`config.mk`:
```
export PLATFORM = sky130hd
export DESIGN_NAME = upstream_window_base_regs
export DESIGN_NICKNAME = d
export VERILOG_FILES = /design/src/common/bridge_win_pkg.sv /design/src/common/window_cfg_if.sv /design/src/rtl/upstream_window_base_regs.sv /design/src/rtl/window1_decoder.sv
export SDC_FILE = /design/constraint.sdc
export NUM_CORES = 1
export LEC_CHECK = 0
export ABC_CLOCK_PERIOD_IN_PS = 4400
export BUFFER_PORTS_ARGS = -buffer_cell sky130_fd_sc_hd__buf_4
export CELL_PAD_IN_SITES_DETAIL_PLACEMENT = 1
export CELL_PAD_IN_SITES_GLOBAL_PLACEMENT = 2
export CORE_UTILIZATION = 34
export DETAILED_ROUTE_END_ITERATION = 8
export HOLD_SLACK_MARGIN = 0.03
export PLACE_DENSITY = 0.83
export SYNTH_ARGS = -nofsm -noshare
export SYNTH_HDL_FRONTEND = slang
export SYNTH_HIERARCHICAL = 1
export SYNTH_SLANG_ARGS = --single-unit
export TNS_END_PERCENT = 20
```
`constraint.sdc`:
```
create_clock -name clk -period 4.4 [get_ports clk]
set_input_delay 1.1 -clock clk [delete_from_list [all_inputs] [get_ports clk]]
set_output_delay 1.1 -clock clk [all_outputs]
set_load 0.1 [all_outputs]
```
`src/common/bridge_win_pkg.sv`:
```
package bridge_win_pkg;

	// Register byte offsets on the APB
	localparam int unsigned   ADDR_W          = 12;
	localparam logic [11:0]   OFF_WIN1_BASE   = 12'h058;
	localparam logic [11:0]   OFF_WIN2_BASE   = 12'h05c;
	localparam logic [11:0]   OFF_WIN1_XLAT   = 12'h0e8;
	localparam logic [11:0]   OFF_WIN1_SETUP  = 12'h0ec;

	// Field positions in the window 1 base register and its setup register
	localparam int unsigned   SPACE_BIT       = 0;
	localparam int unsigned   TYPE_LO         = 1;
	localparam int unsigned   TYPE_HI         = 2;
	localparam int unsigned   PREF_BIT        = 3;
	localparam int unsigned   BASE_LO         = 6;
	localparam int unsigned   BASE_W          = 26;
	localparam int unsigned   ENABLE_BIT      = 31;

	// Window size limits: memory 4KB..2GB, IO 64B..256B
	localparam int unsigned   MEM_MIN_LO      = 12;
	localparam int unsigned   IO_MAX_LO       = 8;
	localparam logic [25:0]   MEM_SIZE_MASK   = 26'h3ffffc0;
	localparam logic [25:0]   IO_SIZE_MASK    = 26'h3fffffc;

	// Address width codes
	localparam logic [1:0]    TYPE_32         = 2'h0;
	localparam logic [1:0]    TYPE_64         = 2'h1;

	// Reset values
	localparam logic [31:0]   SETUP_RESET     = 32'h00000000;
	localparam logic [25:0]   BASE_RESET      = 26'h0000000;
	localparam logic [25:0]   XLAT_RESET      = 26'h0000000;
	localparam logic [31:0]   WIN2_READ_VALUE = 32'h00000000;

endpackage : bridge_win_pkg

```
`src/common/window_cfg_if.sv`:
```
`timescale 1ns/1ps
// Window 1 configuration handed from the register bank to the decoder
interface window_cfg_if;
	logic [25:0] base;
	logic [25:0] mask;
	logic [25:0] xlat;
	logic        is_io;
	logic        enabled;

	modport cfg (
		output base,
		output mask,
		output xlat,
		output is_io,
		output enabled
	);
	modport dec (
		input  base,
		input  mask,
		input  xlat,
		input  is_io,
		input  enabled
	);
endinterface : window_cfg_if

```
`src/rtl/upstream_window_base_regs.sv`:
```
// Register access over APB was left to the implementer.
`timescale 1ns/1ps
// Summary of operation
// - Bits 2:1 read-only width code: 00 32-bit, 01 64-bit, reset 00.
// - Bit 3 read-only prefetchable flag, reset zero.
// - Base bits 31:6 writable only where the setup register bit is one, except bits 31:8 in IO space, which are always writable.
// - Setup bit 31 at zero disables the window.
// - Window size 4KB to 2GB for memory, 64B to 256B for IO.
// - Hits are forwarded with address translated by the translated base register.
// - Base resets to zero; a zero base claims no transactions.
// - Setup register loadable by EEPROM, SMBus or local processor before enumeration.
module upstream_window_base_regs
	import bridge_win_pkg::*;
(
	input  wire logic              clk,
	input  wire logic              reset,
	input  wire logic              ce,
	input  wire logic              psel,
	input  wire logic              penable,
	input  wire logic              pwrite,
	input  wire logic [ADDR_W-1:0] paddr,
	input  wire logic [31:0]       pwdata,
	output logic [31:0]            prdata,
	output logic                   pready,
	output logic                   pslverr,
	input  wire logic              setup_load,
	input  wire logic [31:0]       setup_load_data,
	input  wire logic              txn_valid,
	input  wire logic [31:0]       txn_addr,
	input  wire logic              txn_is_io,
	output logic                   fwd_hit,
	output logic [31:0]            fwd_addr
);

	////////////////////////////////////////////////////////////////////////////
	// State

	logic [31:0]       setup_q;
	logic [31:0]       setup_d;
	logic [BASE_W-1:0] base_q;
	logic [BASE_W-1:0] base_d;
	logic [BASE_W-1:0] xlat_q;
	logic [BASE_W-1:0] xlat_d;
	logic [31:0]       rdata_q;
	logic [31:0]       rdata_d;
	logic              hit_q;
	logic              hit_d;
	logic [31:0]       fwd_q;
	logic [31:0]       fwd_d;

	logic              setup_phase;
	logic              access;
	logic              wr_fire;
	logic              mapped;
	logic [BASE_W-1:0] wmask;
	logic [1:0]        width_code;
	logic [31:0]       win1_read;
	logic [31:0]       read_mux;
	logic              dec_hit;
	logic [31:0]       dec_addr;

	window_cfg_if cfg_bus ();

	////////////////////////////////////////////////////////////////////////////
	// Attribute fields and writable mask

	// Size limits clip the setup bits so no bad window can be built
	always_comb begin
		if (setup_q[SPACE_BIT]) begin
			wmask = setup_q[31:BASE_LO] | ~IO_SIZE_MASK;
			wmask = wmask & IO_SIZE_MASK | (setup_q[31:BASE_LO] & ~IO_SIZE_MASK);
			wmask[BASE_W-1:IO_MAX_LO-BASE_LO] = '1;
		end else begin
			wmask = setup_q[31:BASE_LO] & MEM_SIZE_MASK;
		end
		// Reserved codes are not passed on; only 32 or 64 bit is reported
		width_code = (setup_q[TYPE_HI:TYPE_LO] == TYPE_64) ? TYPE_64 : TYPE_32;
	end

	// Read view of window 1: unwritable base bits and bits 5:4 read zero
	always_comb begin
		win1_read                      = '0;
		win1_read[SPACE_BIT]           = setup_q[SPACE_BIT];
		win1_read[TYPE_HI:TYPE_LO]     = width_code;
		win1_read[PREF_BIT]            = setup_q[PREF_BIT];
		win1_read[31:BASE_LO]          = base_q & wmask;
	end

	////////////////////////////////////////////////////////////////////////////
	// APB decode

	// One wait-free access phase; read data is captured in the setup cycle
	always_comb begin
		setup_phase = psel && !penable && ce;
		access      = psel && penable && ce;
		mapped      = (paddr == OFF_WIN1_BASE) || (paddr == OFF_WIN2_BASE)
			|| (paddr == OFF_WIN1_XLAT) || (paddr == OFF_WIN1_SETUP);
		wr_fire     = access && pwrite && mapped;
		pready      = access;
		pslverr     = access && !mapped;
		prdata      = rdata_q;
	end

	// Read multiplexer
	always_comb begin
		unique case (paddr)
			OFF_WIN1_BASE:  read_mux = win1_read;
			OFF_WIN2_BASE:  read_mux = WIN2_READ_VALUE;
			OFF_WIN1_XLAT:  read_mux = {xlat_q, 6'h00};
			OFF_WIN1_SETUP: read_mux = setup_q;
			default:        read_mux = '0;
		endcase
	end

	////////////////////////////////////////////////////////////////////////////
	// Register next state

	always_comb begin
		setup_d = setup_q;
		base_d  = base_q;
		xlat_d  = xlat_q;
		rdata_d = rdata_q;
		if (wr_fire) begin
			unique case (paddr)
				OFF_WIN1_BASE:  base_d  = (pwdata[31:BASE_LO] & wmask) | (base_q & ~wmask);
				OFF_WIN1_XLAT:  xlat_d  = pwdata[31:BASE_LO];
				OFF_WIN1_SETUP: setup_d = pwdata;
				default:        ;
			endcase
		end
		// Boot loader wins over software; it runs before enumeration anyway
		if (setup_load) begin
			setup_d = setup_load_data;
		end
		if (setup_phase && !pwrite) begin
			rdata_d = read_mux;
		end
	end

	// Registers, frozen while ce is low
	always_ff @(posedge clk) begin
		if (reset) begin
			setup_q <= SETUP_RESET;
			base_q  <= BASE_RESET;
			xlat_q  <= XLAT_RESET;
			rdata_q <= '0;
		end else if (ce) begin
			setup_q <= setup_d;
			base_q  <= base_d;
			xlat_q  <= xlat_d;
			rdata_q <= rdata_d;
		end
	end

	////////////////////////////////////////////////////////////////////////////
	// Window decode and forwarding

	// Zero base or cleared enable bit leaves the window dead
	assign cfg_bus.base    = base_q & wmask;
	assign cfg_bus.mask    = wmask;
	assign cfg_bus.xlat    = xlat_q;
	assign cfg_bus.is_io   = setup_q[SPACE_BIT];
	assign cfg_bus.enabled = setup_q[ENABLE_BIT] && ((base_q & wmask) != '0);

	window1_decoder u_decoder (
		.cfg       (cfg_bus),
		.addr      (txn_addr),
		.addr_is_io(txn_is_io),
		.hit       (dec_hit),
		.xlat_addr (dec_addr)
	);

	// Forwarded address holds until the next hit
	always_comb begin
		hit_d = txn_valid && dec_hit;
		fwd_d = fwd_q;
		if (txn_valid && dec_hit) begin
			fwd_d = dec_addr;
		end
		fwd_hit  = hit_q;
		fwd_addr = fwd_q;
	end

	always_ff @(posedge clk) begin
		if (reset) begin
			hit_q <= 1'b0;
			fwd_q <= '0;
		end else if (ce) begin
			hit_q <= hit_d;
			fwd_q <= fwd_d;
		end
	end
endmodule : upstream_window_base_regs

```
`src/rtl/window1_decoder.sv`:
```
`timescale 1ns/1ps
module window1_decoder
	import bridge_win_pkg::*;
(
	window_cfg_if.dec        cfg,
	input  wire logic [31:0] addr,
	input  wire logic        addr_is_io,
	output logic             hit,
	output logic [31:0]      xlat_addr
);

	// Claim only when enabled, same space and masked base bits match
	always_comb begin
		hit = cfg.enabled && (addr_is_io == cfg.is_io)
			&& (((addr[31:BASE_LO] ^ cfg.base) & cfg.mask) == '0);
		// Window bits replaced by the translated base, offset kept
		xlat_addr = {(cfg.xlat & cfg.mask) | (addr[31:BASE_LO] & ~cfg.mask),
			addr[BASE_LO-1:0]};
	end

endmodule : window1_decoder

```
==> flow_metrics.tcl <==
set metrics [dict create \
    period_share_pct 76.3 \
    path_class "reg -> reg" \
    met2_length_mm 12.5 \
    routed_via_density 5.40 \
    seq_area_frac_synth_pct 39.5 \
    p_seq_share_pct 42.7 \
    cp.arrival_ns 3.72 \
    ys_warn_count 6 \
    min_path_type "reg -> reg" \
    required_ns 4.76 \
    synthMostInstantiatedCell "dfxtp_1" \
    tns_ns 0 \
    yosysTopAreaCell "dfxtp_1" \
    rows 54 \
    rsz0062_at_grt "false" \
    finalHoldViolCount 0 \
    end_kind "flip-flop" \
    ios 184 \
    skew_ns 0.00883 \
    multi_input_area_mm2 0.00416 \
    crit_chain "o21ai_0 -> inv_1 -> xor2_1 -> a22o_1 -> a221oi_2 -> nand3_1 -> nor4_2 -> and3_1 -> buf_4 -> nand2_1 -> a21oi_1" \
    post_cts_buffers 0 \
    cts_buffers 17 \
    synth_xor_area_share_pct 3.13 \
    die_y_um 151 \
    p_clk_share_pct 46.3 \
    drt_iter0_drc 373 \
    htreeDepth 4 \
    tightest_slew_ns 0.987 \
    max-slew-margin-rel_pct 34.2 \
    synth.distinct_cells 50 \
    initial_core_util_pct 34.7 \
    vias 7161 \
    grt_pass1_vias 7109 \
    cp_max_fo 26 \
    synth.top_cell.area_share_pct 39.5 \
    diodes 0 \
    regArea_mm2 0.00298 \
    grt_util_all_layers_pct 24.4 \
    yosys-top-cells-area "dfxtp_1 (40%), mux2i_1 (6.2%), nand2_1 (5.6%), o221a_1 (4.8%), nand2b_1 (4.5%)" \
    drv_slew 0 \
    topRoutingLayerUsed "met4" \
    port_buffers 183 \
    vdd_drop_max_v 0.000246 \
    leakagePower_nw 3.99 \
    root_buffer "clkbuf_16" \
    clockBufferDepth 2 \
    synth_compound_area_share_pct 19.5 \
    num-fill-cells 2618 \
    ys_seq_elements 149 \
    die_area_mm2 0.0228 \
    met1_length_mm 13.1 \
    whs_ns 0.449 \
    dp_hpwl_mm 19.1 \
    period_minus_slack_ns 3.36 \
    core_mm2 0.0218 \
    synthToLayoutAreaGrowth_pct 28.3 \
    status "finished clean" \
    crit_path_top_delay_cell "o21ai_0" \
    ant_nets 0 \
    nNetsFinal 1150 \
    route.met3.wl_mm 1.57 \
    critPathMaxStageDelay_ns 0.56 \
    critPathLaunchType "flip-flop" \
    dr.pass1.iters 5 \
    drc 0 \
    gp_congestion 0.823 \
    worstHoldStart "prdata[1]" \
    power.internal_mw 2.43 \
    setup.worst_path.start "setup_q[0]" \
    p_switching_mw 0.823 \
    cts_hold_buffers 0 \
    netlist_instances 885 \
    synthMuxAreaShare_pct 10.1 \
    synth_top_family_by_area "simple AND/OR/NAND/NOR gates" \
    finalSetupViolCount 0 \
    cts_tree "yes" \
    grt_pass1_wl_mm 41.6 \
    synth_edf_count 0 \
    wl_mm 27.4 \
    dieWidth_um 151 \
    pwr-share-comb_pct 10.9 \
    grt_max_degree 65 \
    syn_nets 1002 \
    reg2reg_from "setup_q[0]" \
    clkSinkCount 149 \
    antenna_found_initial 0 \
    power_density_mw_per_mm2 336 \
    ys_top_cells_by_count "dfxtp_1 (149), nand2_1 (112), nor2_1 (66)" \
    wl_per_cell_um 20.6 \
    synth.avg_cell_area_um2 8.52 \
    drv_cap 0 \
    drive_above_1_share_pct 25.3 \
    cts_resized 0 \
    path_clk_slew_ns 0.06 \
    fmax_mhz 298 \
    insertion_delay_ns 0.43 \
    synthAdderAreaFrac_pct 0 \
    synthArstFlopShare_pct 0 \
    synth-simple-area-share_pct 22.2 \
    grt.overflow.total 0 \
    switching_share_pct 25.3 \
    synth_area_mm2 0.00754 \
    synthFlopType "dfxtp_1" \
]
cells in the final DEF (no fill, tap or decap), drive strengths merged, types with 5 or more instances in the layout:
cell    count
a21oi      65
a22o       25
a22oi      12
and2        6
and3        5
buf       202
clkbuf     20
clkinv      6
dfxtp     149
inv        21
mux2       26
mux2i      47
nand2     112
nand2b     54
nand3      13
nand4      32
nor2       67
o21ai      48
o221a      32
o22ai      18
or2        20
xor2       26
path summary, 6_finish.rpt:
path	slack, ns	to	cells after the start
setup / recovery	1.04	fwd_addr[17]	11
hold / removal	0.45	prdata[1]	2
setup reg to reg	1.04	fwd_addr[17]	11
hold reg to reg	0.45	prdata[1]	2
cell families (layout without fill, tap and decap cells):
logic type,after synthesis,count (layout)
buffers and inverters,93,254
xor gates and xnor gates,27,27
muxes,73,73
and+or+nand+nor,329,329
AOI/OAI and AO/OA,214,214
DFF,149,149
power groups by stage:
stage	clock network (mW)	logic (mW)	registers, mW
6_report	1.50	0.355	1.39
5_1_grt	1.58	0.380	1.39
4_1_cts	1.52	0.354	1.39
3_5_place_dp	0	0.353	1.42
3_3_place_gp	0	0.350	1.42
2_1_floorplan	0	0.185	1.41
layout make-up:
class / count / share of cell area (%)
multi-input cells: 643 / 43.0
flip-flops and latches: 149 / 30.8
repair buffers: 202 / 15.7
clock buffers: 20 / 4.51
well taps: 280 / 3.62
clock inverters: 12 / 1.60
inverters: 20 / 0.776
critical path: cells and delay by family, from the launching register on:
family          cells  cell delay, ns
xor+xnor            1            0.16
buf+inv             2            0.45
compound gates      4            1.12
flops               1            0.43
simple gates        4            1.09
through the flow:
step	utilization, %	instances	area (um2)	setup WS, ns	power [mW]
floorplan	-	885	7550	0.401	1.60
global placement	41.8	1294	9080	0.986	1.77
detailed placement	41.8	1294	9080	0.948	1.77
CTS	44.5	1326	9680	1.06	3.26
global route	44.5	1326	9680	0.799	3.35
finish	44.5	1326	9680	1.04	3.25
per-layer routing:
metal | GRT usage (%) | up-vias
li1 | - | 3434
met1 | 34.2 | 3532
met2 | 38.6 | 180
met3 | 4.49 | 15
met4 | 5.85 | 0
met5 | 0 | -
No activity file was read; power rests on OpenSTA's default activity.
